===== src/include/dcr_pkg.sv =====
`default_nettype none
package dcr_pkg;
   // register bus geometry
   localparam int ADDR_W = 8;
   localparam int DATA_W = 32;
   localparam logic [7:0] DISPLAY_CONTROL_OFS = 8'h03;
   localparam logic [7:0] STATUS_OFS          = 8'h05;
   localparam int CTRL_W = 11;
   localparam logic [10:0] CTRL_RESET = 11'h000;
   // field positions of display_control
   localparam int TIMING_GEN_RUN_BIT    = 0;
   localparam int OUTPUT_RUN_BIT        = 1;
   localparam int LINE_SYNC_SELECT_BIT  = 2;
   localparam int FRAME_LOCK_SELECT_BIT = 3;
   localparam int FRAME_SYNC_IN_EN_BIT  = 4;
   localparam int OVL_ONE_EN_BIT        = 5;
   localparam int OVL_TWO_EN_BIT        = 6;
   localparam int FORCE_BACKDROP_BIT    = 7;
   localparam int BACKDROP_SEL_LSB      = 8;
   localparam int BACKDROP_SEL_W        = 3;
   // pixel layout
   localparam int PIX_W = 24;
   localparam int PAL_N = 8;
   // default palette, one 24-bit rgb word per select code
   localparam logic [PAL_N*PIX_W-1:0] PALETTE_DEFAULT = {
      24'hFFFFFF, 24'hFFFF00, 24'hFF00FF, 24'hFF0000,
      24'h00FFFF, 24'h00FF00, 24'h0000FF, 24'h000000};
   // synchronisation modes, {line, frame} select pair
   typedef enum logic [3:0] {
      DCR_CLOCK_SYNC = 4'h1,
      DCR_LINE_SYNC  = 4'h2,
      DCR_FRAME_SYNC = 4'h4,
      DCR_FREE_RUN   = 4'h8
   } dcr_sync_mode_t;
endpackage
`default_nettype wire


===== src/include/dcr_ctrl_if.sv =====
`timescale 1ns/1ps
`default_nettype none
// decoded control fields from register bank to output path
interface dcr_ctrl_if;
   import dcr_pkg::*;
   logic           timingRun;   // timing generator runs
   logic           outputRun;   // pins released
   logic           ovlOneEn;    // overlay region one on
   logic           ovlTwoEn;    // overlay region two on
   logic           forceBack;   // backdrop forced
   logic [2:0]     backSel;     // backdrop colour code
   modport bank (output timingRun, outputRun, ovlOneEn, ovlTwoEn, forceBack, backSel);
   modport path (input timingRun, outputRun, ovlOneEn, ovlTwoEn, forceBack, backSel);
endinterface
`default_nettype wire


===== src/logic/dcr_sync_decode.sv =====
`timescale 1ns/1ps
`default_nettype none
// sync mode decode and frame sync input qualifier
module dcr_sync_decode
   import dcr_pkg::*;
(
   // clock and reset
   input  wire logic          core_clk,
   input  wire logic          rst_b,
   // control fields
   input  wire logic          lineSel,
   input  wire logic          frameSel,
   input  wire logic          fsyncEn,
   // synchronised frame sync pin, active low
   input  wire logic          fsyncSyncN,
   // results
   output dcr_pkg::dcr_sync_mode_t syncMode,
   output logic               frameSyncPulse
);
   logic fsyncPrevN_q;   // last pin level
   logic fsyncPrevN_d;
   logic qualified;      // pin allowed to act

   // mode table from the two select bits
   always_comb
   begin
      case ({lineSel, frameSel})
         2'b11:   syncMode = DCR_FREE_RUN;
         2'b01:   syncMode = DCR_FRAME_SYNC;
         2'b10:   syncMode = DCR_LINE_SYNC;
         default: syncMode = DCR_CLOCK_SYNC;
      endcase
      // pin ignored when disabled or in free run
      qualified      = fsyncEn && (syncMode != DCR_FREE_RUN);
      fsyncPrevN_d   = fsyncSyncN;
      frameSyncPulse = qualified && fsyncPrevN_q && !fsyncSyncN;
   end

   // edge history register
   always_ff @(posedge core_clk or negedge rst_b)
   begin
      if (!rst_b)
         fsyncPrevN_q <= 1'b1;
      else
         fsyncPrevN_q <= fsyncPrevN_d;
   end

   ignore_free_a: assert property (@(posedge core_clk) disable iff (!rst_b)
      (syncMode == DCR_FREE_RUN) |-> !frameSyncPulse) else $error("frame sync acted in free run");
   ignore_disabled_a: assert property (@(posedge core_clk) disable iff (!rst_b)
      !fsyncEn |-> !frameSyncPulse) else $error("frame sync acted while disabled");
endmodule // dcr_sync_decode
`default_nettype wire


===== src/logic/dcr_palette.sv =====
`timescale 1ns/1ps
`default_nettype none
// eight-entry colour palette, registered read
module dcr_palette
   import dcr_pkg::*;
#(
   parameter logic [PAL_N*PIX_W-1:0] PALETTE = PALETTE_DEFAULT
)(
   // clock and reset
   input  wire logic              core_clk,
   input  wire logic              rst_b,
   // lookup
   input  wire logic [2:0]        sel,
   output logic      [PIX_W-1:0]  color
);
   logic [PIX_W-1:0] color_d;   // looked-up colour

   // pick entry by code
   always_comb
   begin
      color_d = PALETTE[sel*PIX_W +: PIX_W];
   end

   // registered read data
   always_ff @(posedge core_clk or negedge rst_b)
   begin
      if (!rst_b)
         color <= '0;
      else
         color <= color_d;
   end
endmodule // dcr_palette
`default_nettype wire


===== src/logic/dcr_display_control.sv =====
`timescale 1ns/1ps
`default_nettype none
// Behaviour
// - timing run off: all display pins and overlay indicators zero
// - output run off clamps pins, ignores polarity
// - output run and timing run both on: pins toggle normally
// - line/frame selects decode four sync modes
// - frame sync enable gates the pin
// - free run ignores frame sync pin
// - overlay one enable gates its active
// - overlay two enable gates its active
// - force backdrop replaces zoom output
// - overlays stay on top of backdrop
// - three-bit code picks eight palette colours
module dcr_display_control
   import dcr_pkg::*;
#(
   parameter logic [PAL_N*PIX_W-1:0] PALETTE = PALETTE_DEFAULT
)(
   // clock and reset
   input  wire logic                    core_clk,
   input  wire logic                    rst_b,
   // register port
   input  wire logic [dcr_pkg::ADDR_W-1:0] regAddr,
   input  wire logic [dcr_pkg::DATA_W-1:0] regWdata,
   input  wire logic                    regWr,
   input  wire logic                    regRd,
   output logic      [dcr_pkg::DATA_W-1:0] regRdata,
   // generated timing and pixels from the core
   input  wire logic                    genHsync,
   input  wire logic                    genVsync,
   input  wire logic                    genDataValid,
   input  wire logic                    genPixelClk,
   input  wire logic                    genHalfRateClk,
   input  wire logic [dcr_pkg::PIX_W-1:0] zoomPixel,
   input  wire logic                    ovlOneWindow,
   input  wire logic                    ovlTwoWindow,
   input  wire logic                    ovlPixelValid,
   input  wire logic [dcr_pkg::PIX_W-1:0] ovlPixel,
   // polarity controls from neighbouring register
   input  wire logic                    invHsync,
   input  wire logic                    invVsync,
   input  wire logic                    invDataValid,
   // external frame sync pin, active low
   input  wire logic                    frame_sync_in_n,
   // to the timing generator
   output logic                         timingEnable,
   output dcr_pkg::dcr_sync_mode_t      syncMode,
   output logic                         frameSyncPulse,
   // display pins
   output logic                         disp_hsync,
   output logic                         disp_vsync,
   output logic                         disp_data_valid,
   output logic                         disp_pixel_clk,
   output logic                         disp_half_rate_clk,
   output logic      [dcr_pkg::PIX_W-1:0] dispData,
   output logic                         overlay_one_active,
   output logic                         overlay_two_active
);
   dcr_ctrl_if ctl ();

   logic [CTRL_W-1:0] display_control_q;   // the control register
   logic [CTRL_W-1:0] display_control_d;
   logic [DATA_W-1:0] regRdata_d;          // read mux
   logic              fsyncMeta_q;         // pin sync stage one
   logic              fsyncSyncN_q;        // pin sync stage two
   logic [PIX_W-1:0]  backColor;           // palette colour
   logic              ovlOneShow;          // region one pixel live
   logic              ovlTwoShow;          // region two pixel live
   logic              live;                // both run bits set
   logic [PIX_W-1:0]  pix_d;               // next pixel out
   // next values of the registered pins
   logic              hs_d;
   logic              vs_d;
   logic              dv_d;
   logic              pc_d;
   logic              hc_d;
   logic              oa1_d;
   logic              oa2_d;

   // field decoding used for the one-bit carrier fields and the sync decode inputs
   function automatic logic fieldBit(input logic [CTRL_W-1:0] r, input int pos);
      fieldBit = r[pos];
   endfunction

   // register write and read decode
   always_comb
   begin
      display_control_d = display_control_q;
      regRdata_d        = '0;
      // writes land only at the control offset, status is read-only
      if (regWr && regAddr == DISPLAY_CONTROL_OFS)
         display_control_d = regWdata[CTRL_W-1:0];
      if (regRd)
      begin
         case (regAddr)
            DISPLAY_CONTROL_OFS: regRdata_d = {{(DATA_W-CTRL_W){1'b0}}, display_control_q};
            STATUS_OFS:          regRdata_d = {{(DATA_W-8){1'b0}}, 2'b00, overlay_two_active,
                                               overlay_one_active, syncMode};
            default:             regRdata_d = '0;   // unmapped reads zero
         endcase
      end
   end

   // register state and read data
   always_ff @(posedge core_clk or negedge rst_b)
   begin
      if (!rst_b)
      begin
         display_control_q <= CTRL_RESET;
         regRdata          <= '0;
      end
      else
      begin
         display_control_q <= display_control_d;
         regRdata          <= regRdata_d;
      end
   end

   // two-stage synchroniser for the frame sync pin
   always_ff @(posedge core_clk or negedge rst_b)
   begin
      if (!rst_b)
      begin
         fsyncMeta_q  <= 1'b1;
         fsyncSyncN_q <= 1'b1;
      end
      else
      begin
         fsyncMeta_q  <= frame_sync_in_n;
         fsyncSyncN_q <= fsyncMeta_q;
      end
   end

   // fields onto the internal carrier
   assign ctl.timingRun = fieldBit(display_control_q, TIMING_GEN_RUN_BIT);
   assign ctl.outputRun = fieldBit(display_control_q, OUTPUT_RUN_BIT);
   assign ctl.ovlOneEn  = fieldBit(display_control_q, OVL_ONE_EN_BIT);
   assign ctl.ovlTwoEn  = fieldBit(display_control_q, OVL_TWO_EN_BIT);
   assign ctl.forceBack = fieldBit(display_control_q, FORCE_BACKDROP_BIT);
   assign ctl.backSel   = display_control_q[BACKDROP_SEL_LSB +: BACKDROP_SEL_W];

   // sync mode and frame sync qualification
   dcr_sync_decode u_sync (
      .core_clk       (core_clk),
      .rst_b          (rst_b),
      .lineSel        (fieldBit(display_control_q, LINE_SYNC_SELECT_BIT)),
      .frameSel       (fieldBit(display_control_q, FRAME_LOCK_SELECT_BIT)),
      .fsyncEn        (fieldBit(display_control_q, FRAME_SYNC_IN_EN_BIT)),
      .fsyncSyncN     (fsyncSyncN_q),
      .syncMode       (syncMode),
      .frameSyncPulse (frameSyncPulse)
   );

   // backdrop palette lookup
   // select changes reach the pins one cycle after other fields
   dcr_palette #(.PALETTE(PALETTE)) u_pal (
      .core_clk (core_clk),
      .rst_b    (rst_b),
      .sel      (ctl.backSel),
      .color    (backColor)
   );

   assign timingEnable = ctl.timingRun;

   // output path: overlay priority, backdrop, clamps
   always_comb
   begin
      live       = ctl.timingRun && ctl.outputRun;
      ovlOneShow = ctl.ovlOneEn && ovlOneWindow;
      ovlTwoShow = ctl.ovlTwoEn && ovlTwoWindow;
      // overlay above backdrop above zoom
      if ((ovlOneShow || ovlTwoShow) && ovlPixelValid)
         pix_d = ovlPixel;
      else if (ctl.forceBack)
         pix_d = backColor;
      else
         pix_d = zoomPixel;
      // polarity applied here, the clamp below overrides it
      hs_d  = genHsync ^ invHsync;
      vs_d  = genVsync ^ invVsync;
      dv_d  = genDataValid ^ invDataValid;
      pc_d  = genPixelClk;
      hc_d  = genHalfRateClk;
      // region indicators follow timing run, not output run
      oa1_d = ctl.timingRun && ovlOneShow;
      oa2_d = ctl.timingRun && ovlTwoShow;
      if (!live)
      begin
         // static zero, polarity ignored
         pix_d = '0;
         hs_d  = 1'b0;
         vs_d  = 1'b0;
         dv_d  = 1'b0;
         pc_d  = 1'b0;
         hc_d  = 1'b0;
      end
      // otherwise pins follow generated values
   end

   // registered display pins
   always_ff @(posedge core_clk or negedge rst_b)
   begin
      if (!rst_b)
      begin
         dispData           <= '0;
         disp_hsync         <= 1'b0;
         disp_vsync         <= 1'b0;
         disp_data_valid    <= 1'b0;
         disp_pixel_clk     <= 1'b0;
         disp_half_rate_clk <= 1'b0;
         overlay_one_active <= 1'b0;
         overlay_two_active <= 1'b0;
      end
      else
      begin
         dispData           <= pix_d;
         disp_hsync         <= hs_d;
         disp_vsync         <= vs_d;
         disp_data_valid    <= dv_d;
         disp_pixel_clk     <= pc_d;
         disp_half_rate_clk <= hc_d;
         overlay_one_active <= oa1_d;
         overlay_two_active <= oa2_d;
      end
   end

   // pins held at zero while either run bit is off
   clamp_zero_a: assert property (@(posedge core_clk) disable iff (!rst_b)
      !$past(ctl.outputRun) |-> (dispData == '0 && !disp_hsync && !disp_vsync && !disp_data_valid
                                 && !disp_pixel_clk && !disp_half_rate_clk))
      else $error("outputs not clamped");
   timing_off_a: assert property (@(posedge core_clk) disable iff (!rst_b)
      !$past(ctl.timingRun) |-> (dispData == '0 && !disp_hsync && !disp_vsync && !disp_data_valid
                                 && !disp_pixel_clk && !disp_half_rate_clk))
      else $error("outputs live with timing stopped");
   timing_ovl_a: assert property (@(posedge core_clk) disable iff (!rst_b)
      !$past(ctl.timingRun) |-> (!overlay_one_active && !overlay_two_active))
      else $error("overlay active with timing stopped");
   // pins follow the generator while running
   run_follow_a: assert property (@(posedge core_clk) disable iff (!rst_b)
      $past(live) |-> disp_hsync == ($past(genHsync) ^ $past(invHsync)))
      else $error("hsync not following generator");
   run_vsync_a: assert property (@(posedge core_clk) disable iff (!rst_b)
      $past(live) |-> disp_vsync == ($past(genVsync) ^ $past(invVsync)))
      else $error("vsync not following generator");
   run_valid_a: assert property (@(posedge core_clk) disable iff (!rst_b)
      $past(live) |-> disp_data_valid == ($past(genDataValid) ^ $past(invDataValid)))
      else $error("data valid not following generator");
   run_clocks_a: assert property (@(posedge core_clk) disable iff (!rst_b)
      $past(live) |-> (disp_pixel_clk == $past(genPixelClk) && disp_half_rate_clk == $past(genHalfRateClk)))
      else $error("display clocks not following generator");
   // overlay region indicators
   ovl_one_a: assert property (@(posedge core_clk) disable iff (!rst_b)
      !$past(ctl.ovlOneEn) |-> !overlay_one_active) else $error("region one active while off");
   ovl_one_on_a: assert property (@(posedge core_clk) disable iff (!rst_b)
      ($past(ctl.timingRun) && $past(ovlOneShow)) |-> overlay_one_active)
      else $error("region one window not marked");
   ovl_two_a: assert property (@(posedge core_clk) disable iff (!rst_b)
      !$past(ctl.ovlTwoEn) |-> !overlay_two_active) else $error("region two active while off");
   ovl_two_on_a: assert property (@(posedge core_clk) disable iff (!rst_b)
      ($past(ctl.timingRun) && $past(ovlTwoShow)) |-> overlay_two_active)
      else $error("region two window not marked");
   // pixel source priority
   backdrop_force_a: assert property (@(posedge core_clk) disable iff (!rst_b)
      ($past(live) && $past(ctl.forceBack) && !$past(ovlOneShow) && !$past(ovlTwoShow))
      |-> dispData == $past(backColor)) else $error("backdrop not forced");
   zoom_pass_a: assert property (@(posedge core_clk) disable iff (!rst_b)
      ($past(live) && !$past(ctl.forceBack) && !$past(ovlPixelValid)) |-> dispData == $past(zoomPixel))
      else $error("zoom pixel not passed");
   overlay_top_a: assert property (@(posedge core_clk) disable iff (!rst_b)
      ($past(live) && $past(ovlOneShow) && $past(ovlPixelValid)) |-> dispData == $past(ovlPixel))
      else $error("overlay lost priority");
   overlay_two_top_a: assert property (@(posedge core_clk) disable iff (!rst_b)
      ($past(live) && $past(ovlTwoShow) && $past(ovlPixelValid)) |-> dispData == $past(ovlPixel))
      else $error("region two overlay lost priority");
   // palette word follows the select one cycle later
   backdrop_pick_a: assert property (@(posedge core_clk) disable iff (!rst_b)
      $past(rst_b) |-> backColor == PALETTE[$past(ctl.backSel)*PIX_W +: PIX_W]) else $error("backdrop misread");
   // sync mode decode
   mode_decode_a: assert property (@(posedge core_clk) disable iff (!rst_b)
      (display_control_q[FRAME_LOCK_SELECT_BIT] && !display_control_q[LINE_SYNC_SELECT_BIT])
      |-> syncMode == DCR_FRAME_SYNC) else $error("sync mode misdecoded");
   mode_free_a: assert property (@(posedge core_clk) disable iff (!rst_b)
      (display_control_q[FRAME_LOCK_SELECT_BIT] && display_control_q[LINE_SYNC_SELECT_BIT])
      |-> syncMode == DCR_FREE_RUN) else $error("free run misdecoded");
   mode_line_a: assert property (@(posedge core_clk) disable iff (!rst_b)
      (!display_control_q[FRAME_LOCK_SELECT_BIT] && display_control_q[LINE_SYNC_SELECT_BIT])
      |-> syncMode == DCR_LINE_SYNC) else $error("line sync misdecoded");
   mode_clock_a: assert property (@(posedge core_clk) disable iff (!rst_b)
      (!display_control_q[FRAME_LOCK_SELECT_BIT] && !display_control_q[LINE_SYNC_SELECT_BIT])
      |-> syncMode == DCR_CLOCK_SYNC) else $error("clock sync misdecoded");
   // register port behaviour
   ctrl_write_a: assert property (@(posedge core_clk) disable iff (!rst_b)
      ($past(regWr) && $past(regAddr) == DISPLAY_CONTROL_OFS) |-> display_control_q == CTRL_W'($past(regWdata)))
      else $error("control write lost");
   ctrl_hold_a: assert property (@(posedge core_clk) disable iff (!rst_b)
      !$past(regWr) |-> $stable(display_control_q)) else $error("control changed without a write");
   rd_idle_a: assert property (@(posedge core_clk) disable iff (!rst_b)
      !$past(regRd) |-> regRdata == '0) else $error("read data not zero when idle");
endmodule // dcr_display_control
`default_nettype wire


===== config.mk =====
export PLATFORM = sky130hd
export DESIGN_NAME = dcr_display_control
export DESIGN_NICKNAME = d
export VERILOG_FILES = /design/src/include/dcr_pkg.sv /design/src/include/dcr_ctrl_if.sv /design/src/logic/dcr_sync_decode.sv /design/src/logic/dcr_palette.sv /design/src/logic/dcr_display_control.sv
export SDC_FILE = /design/constraint.sdc
export NUM_CORES = 1
export LEC_CHECK = 0
export BUFFER_PORTS_ARGS = -buffer_cell sky130_fd_sc_hd__buf_2
export CAP_MARGIN = 15
export CORE_UTILIZATION = 25
export DETAILED_ROUTE_END_ITERATION = 7
export RECOVER_POWER = 100
export SYNTH_ARGS = -nofsm -noshare
export SYNTH_HDL_FRONTEND = slang
export SYNTH_SLANG_ARGS = --single-unit
export TNS_END_PERCENT = 30

===== constraint.sdc =====
create_clock -name core_clk -period 1.7 [get_ports core_clk]
set_input_delay 0.085 -clock core_clk [delete_from_list [all_inputs] [get_ports core_clk]]
set_output_delay 0.085 -clock core_clk [all_outputs]
set_load 0.02 [all_outputs]

After elaboration in Yosys (flattened, before gate mapping)

Index checks and enable logic that the tools add are counted.

Reductions and logical operators: 12
Shift operators: 1
Multiplexer cells: 11
Multiply operators: 1
Bitwise operators: 3
Equal/unequal tests: 6

Operator list:

| kind                                                         | count |
|---|---|
| variable part select 192 x 9 -> 24 bit, first input constant | 1 |
| two-way mux 24 bit                                           | 3 |
| two-way mux 32 bit                                           | 1 |
| case mux 11 bit (2 select lines)                             | 1 |
| case mux 4 bit (3 select lines)                              | 1 |
| logical AND 1 bit                                            | 10 |
| == test 8 x 2 -> 1 bit, second input constant                | 1 |
| == test 8 x 3 -> 1 bit, second input constant                | 1 |
| multiplier 3 x 2 -> 5 bit, second input constant             | 1 |
| two-way mux 1 bit                                            | 5 |
| == test 2 bit, second input constant                         | 2 |
| inequality test 4 bit, second input constant                 | 1 |
| XOR 1 bit                                                    | 3 |
| == test 2 x 1 -> 1 bit, second input constant                | 1 |
| zero test 1 bit                                              | 1 |
| logical OR 1 bit                                             | 1 |

Flip-flop bits (word level): 101
Output and inout port bits: 69
Bits of input ports: 104
Logic and storage cells: 48

Depth between registers and ports, before layout

Depth after elaboration: 6
Mapped depth: 5
Gate-level depth less buffers: 3

Cells and area by module

From an unflattened synthesis, not the netlist that was laid out.

Cell total of the unflattened synthesis: 271
Area total of the unflattened synthesis: 2,932.8 µm²

By module, submodules not included:

| module              | sequential area each (µm²) | area an instance (µm²) | cells each | times used |
|---|---|---|---|---|
| dcr_display_control | 1,378.8                    | 2,633.8                | 240        | 1 |
| dcr_palette         | 75.1                       | 232.7                  | 24         | 1 |
| dcr_sync_decode     | 26.3                       | 66.3                   | 7          | 1 |

Worst setup path after synthesis

No wires, ideal clock.

Path type: register to register
Start: register display_control_q[6]
End: register dispData[10] in the netlist's numbering
Arrival time: 1,165 ps
Period minus slack after synthesis: 1,301 ps
Setup slack: 399 ps
Buffers on the path: 1
Required time: 1,564 ps
Cell stages (with the launch flop): 5
Setup time: 136 ps
Cell sequence: dfrtp_1 > a22o_1 > clkbuf_1 > a221oi_1 > nor3_1

Longest elaborated chain between the ends: 5

Ends and longest elaborated chain:

| item                     | line                       | RTL |
|---|---|---|
| start: declaration       | dcr_display_control.sv:62  | `logic [CTRL_W-1:0] display_control_q;` |
| start signal: assignment | dcr_display_control.sv:115 | `display_control_q <= display_control_d;` |
| logical AND 1 bit        | dcr_display_control.sv:171 | `ovlTwoShow = ctl.ovlTwoEn && ovlTwoWindow;` |
| logical OR 1 bit         | dcr_display_control.sv:173 | `if ((ovlOneShow \|\| ovlTwoShow) && ovlPixelValid)` |
| logical AND 1 bit        | dcr_display_control.sv:173 |  |
| two-way mux 24 bit       | dcr_display_control.sv:173 |  |
| two-way mux 24 bit       | dcr_display_control.sv:188 | `if (!live)` |
| net pix_d[10]            | dcr_display_control.sv:71  | `logic [PIX_W-1:0] pix_d;` |
| end signal: assignment   | dcr_display_control.sv:217 | `dispData <= pix_d;` |
| end: declaration         | dcr_display_control.sv:56  | `output logic [dcr_pkg::PIX_W-1:0] dispData,` |

The timed path passes the listed nets, and every way through them passes these cells.
A chain may end at the register's enable or synchronous reset.

Worst setup path after layout

Start: register display_control_q[6]
End: register dispData[3] in the netlist's numbering

Same word-level chain as after synthesis.

==> impl_metrics.env <==
export IMPL_cts_max_level=3
export IMPL_critPathBufInv=1
export IMPL_ys_top_cells_by_area="dfrtp_1, nor3_1, a221oi_1"
export IMPL_path_cells="a22o_1, buf_2, a221oi_1, nor3_1"
export IMPL_multi_input_area_um2=1072
export IMPL_worstHoldStart="genDataValid"
export IMPL_cp_max_fo=24
export IMPL_coreArea_um2=10840
export IMPL_cts_root_buf="clkbuf_8"
export IMPL_tns_ps=0
export IMPL_port_buffers=130
export IMPL_syn_inst=253
export IMPL_end_kind="register"
export IMPL_cts_tree="yes"
export IMPL_syn_avg_cell_area_um2=10.98
export IMPL_critical_path_class="reg -> reg"
export IMPL_r2r_end="dispData[3]$_DFF_PN0_"
export IMPL_routabilityCongestion=0.7055
export IMPL_ys_seq_area_share_pct=53.26
export IMPL_drv_cap=0
export IMPL_area_growth_pct=35.61
export IMPL_fin_crit_sh_pct=88.64
export IMPL_start_kind="register"
export IMPL_path_delay_family="compound AO/OA/AOI/OAI gates"
export IMPL_diodes=0
export IMPL_dp_hpwl_um=5413
export IMPL_hp_class="in -> reg"
export IMPL_ant_nets=0
export IMPL_rrSetupSlack_ps=190
export IMPL_die_w_um=107.4
export IMPL_fin_cells=542
export IMPL_drt_initial_drc_count=129
export IMPL_fin_nets=501
export IMPL_slowest_stage="dfrtp_1"
export IMPL_maxSlewHeadroom_pct=46.27
export IMPL_clkLatencyLatePin_ps=330
export IMPL_register_area_um2=1480
export IMPL_cts_made_buffers=9
export IMPL_clk_transition_reported_paths_ps=60
export IMPL_dr_pass1_iters=4
export IMPL_overflow=0
export IMPL_p_per_area_nw_per_um2=871.8
export IMPL_wl_per_cell_um=14.31
export IMPL_worstMarginPinSlew_ps=806.0
export IMPL_crit_arrival_ps=1690
export IMPL_n_fill_cell=1153
export IMPL_yosys_area_top_type="dfrtp_1"
export IMPL_post_dp_cell_area_um2=3523
export IMPL_via_per_inst=4.515
export IMPL_rr_startpoint="display_control_q[6]$_DFFE_PN0P_"
export IMPL_ir_drop_v=0.0003690
export IMPL_placed_cells=511
export IMPL_grt_setup_unrepaired="false"
export IMPL_ys_ff_latch=59
export IMPL_ios=173
export IMPL_hold_path_depth=3
export IMPL_die_h_um=107.4
export IMPL_cellLeakagePower_nw=1.832
export IMPL_grt_pass1_vias=2394
export IMPL_critPathRequiredTime_ps=1880
export IMPL_vias=2447
export IMPL_max_freq_mhz=663.6
export IMPL_drive_gt1_share_pct=28.11
export IMPL_routed_wl_um=7755
export IMPL_total_power_mw=3.286
export IMPL_row_count=38
export IMPL_grt_usage_pct=13.63
export IMPL_slew_viol_final=0
export IMPL_worstHoldEndpoint="disp_data_valid$_DFF_PN0_"
export IMPL_synth_distinct_cells=28
export IMPL_final_setup_viol_count=0
export IMPL_slowest_delay_ps=430
export IMPL_cts_max_path_buffers=2
export IMPL_syn_cell_area_um2=2779
export IMPL_yosys_warnings=0
export IMPL_synth_top_area_share_pct=50.43
export IMPL_grt_pass1_wl_um=11870
export IMPL_hold_viol=0
export IMPL_cts_setup_buffers=0
export IMPL_initial_utilization_pct=25.63
export IMPL_finClkSkew_ps=8.824
export IMPL_antenna_found_initial=0
export IMPL_fin_crit_ps=1507
export IMPL_drc=0
export IMPL_stdcell_area_um2=3769
export IMPL_reg2reg_depth=4
export IMPL_status="finished clean"
export IMPL_clock_sinks=59
export IMPL_grt_max_degree=60
export IMPL_dieArea_um2=11540
worst max path at each step:
stage | start | end | cells after the start
global route | display_control_q[5]$_DFFE_PN0P_ | dispData[23]$_DFF_PN0_ | 4
global placement | display_control_q[6]$_DFFE_PN0P_ | dispData[22]$_DFF_PN0_ | 4
detailed placement | display_control_q[6]$_DFFE_PN0P_ | dispData[18]$_DFF_PN0_ | 4
finish | display_control_q[6]$_DFFE_PN0P_ | dispData[3]$_DFF_PN0_ | 4
floorplan | display_control_q[6]$_DFFE_PN0P_ | dispData[10]$_DFF_PN0_ | 4
CTS | display_control_q[6]$_DFFE_PN0P_ | dispData[18]$_DFF_PN0_ | 4
synth_stat cells:
master    instances
inv_1             1
and3_2            1
buf_4            21
buf_2             4
a22oi_1           6
nor2b_1          27
xnor2_1           3
nor4b_4           1
and2_1            1
nand2_1           2
nor3_1           49
a22o_1            1
dfstp_2           3
mux2_2            1
buf_6             1
nand3_1           1
nor3b_1           1
nor2_1           10
a21oi_1           1
clkbuf_1         15
and2b_1           1
and3_1            9
conb_1            1
dfrtp_1          56
nand4_2           1
buf_1             1
mux2_4           10
a221oi_1         24
cell type report:
type | instances | share of cell area (%)
multi-input combinational | 171 | 28.45
clock inverter | 4 | 1.926
inverter | 1 | 0.09960
clock buffer | 12 | 4.117
sequential | 59 | 39.28
tap | 140 | 4.648
timing repair buffer | 155 | 21.48
power by group:
part           internal (mW)  total, mW  switching (mW)
combinational          0.161      0.373           0.212
clock                  0.904       1.46           0.555
sequential              1.43       1.45          0.0262
cell families after synthesis:
group | after synthesis | synth area share [%]
buffers and inverters | 43 | 9.095
other | 1 | 0.1349
XOR/XNOR | 3 | 0.9457
AND/OR/NAND/NOR | 104 | 21.07
AO/OA/AOI/OAI | 32 | 9.680
flip-flops | 59 | 53.26
multiplexers | 11 | 5.808
flip-flops by register name (all words and copies together) (netlist names), 3 cells and up:
register and count:
dispData 24, regRdata 11, u_pal.color 3, display_control_q 11
cell usage in the layout (no fill, tap or decap), drive strengths merged:
| master | count |
|---|---|
| nor2b | 27 |
| mux2 | 11 |
| a22oi | 6 |
| a21oi | 1 |
| and2 | 1 |
| nand2 | 2 |
| nor4b | 1 |
| and2b | 1 |
| nor2 | 10 |
| conb | 21 |
| inv | 1 |
| buf | 90 |
| clkinv | 1 |
| and3 | 10 |
| clkinvlp | 1 |
| a221oi | 24 |
| nand3 | 1 |
| nor3b | 1 |
| xnor2 | 3 |
| nor3 | 49 |
| dfrtp | 56 |
| bufinv | 2 |
| nand4 | 1 |
| dlygate4sd3 | 15 |
| dfstp | 3 |
| clkbuf | 62 |
| a22o | 1 |
repair_timing:
item / in CTS / in global routing
gates resized for setup: 0 / 0
hold buffers: 15 / 0
hold endpoints to repair: 70 / 0
stage by stage:
step                hold slack (ps)  util (%)  worst slack, ps
floorplan                    -210.6         -            399.2
global placement              117.2     32.50            323.3
detailed placement            115.6     32.50            277.2
CTS                           3.708     35.99            267.2
global route                  18.30     34.76            79.01
finish                        18.95     34.76            193.2
routing by layer:
metal	routed length, µm	up-vias	global-route usage [%]
li1	-	1154	-
met1	3418	1162	17.02
met2	3608	115	21.89
met3	540	16	3.511
met4	187	0	6.556
met5	0	-	0
tightest hold or removal path: cells and delay by family:
family | cells | cell delay (ps)
buf+inv | 1 | 80
simple gates | 1 | 70
xor+xnor | 1 | 60
Power figures use the tool's default switching activity.
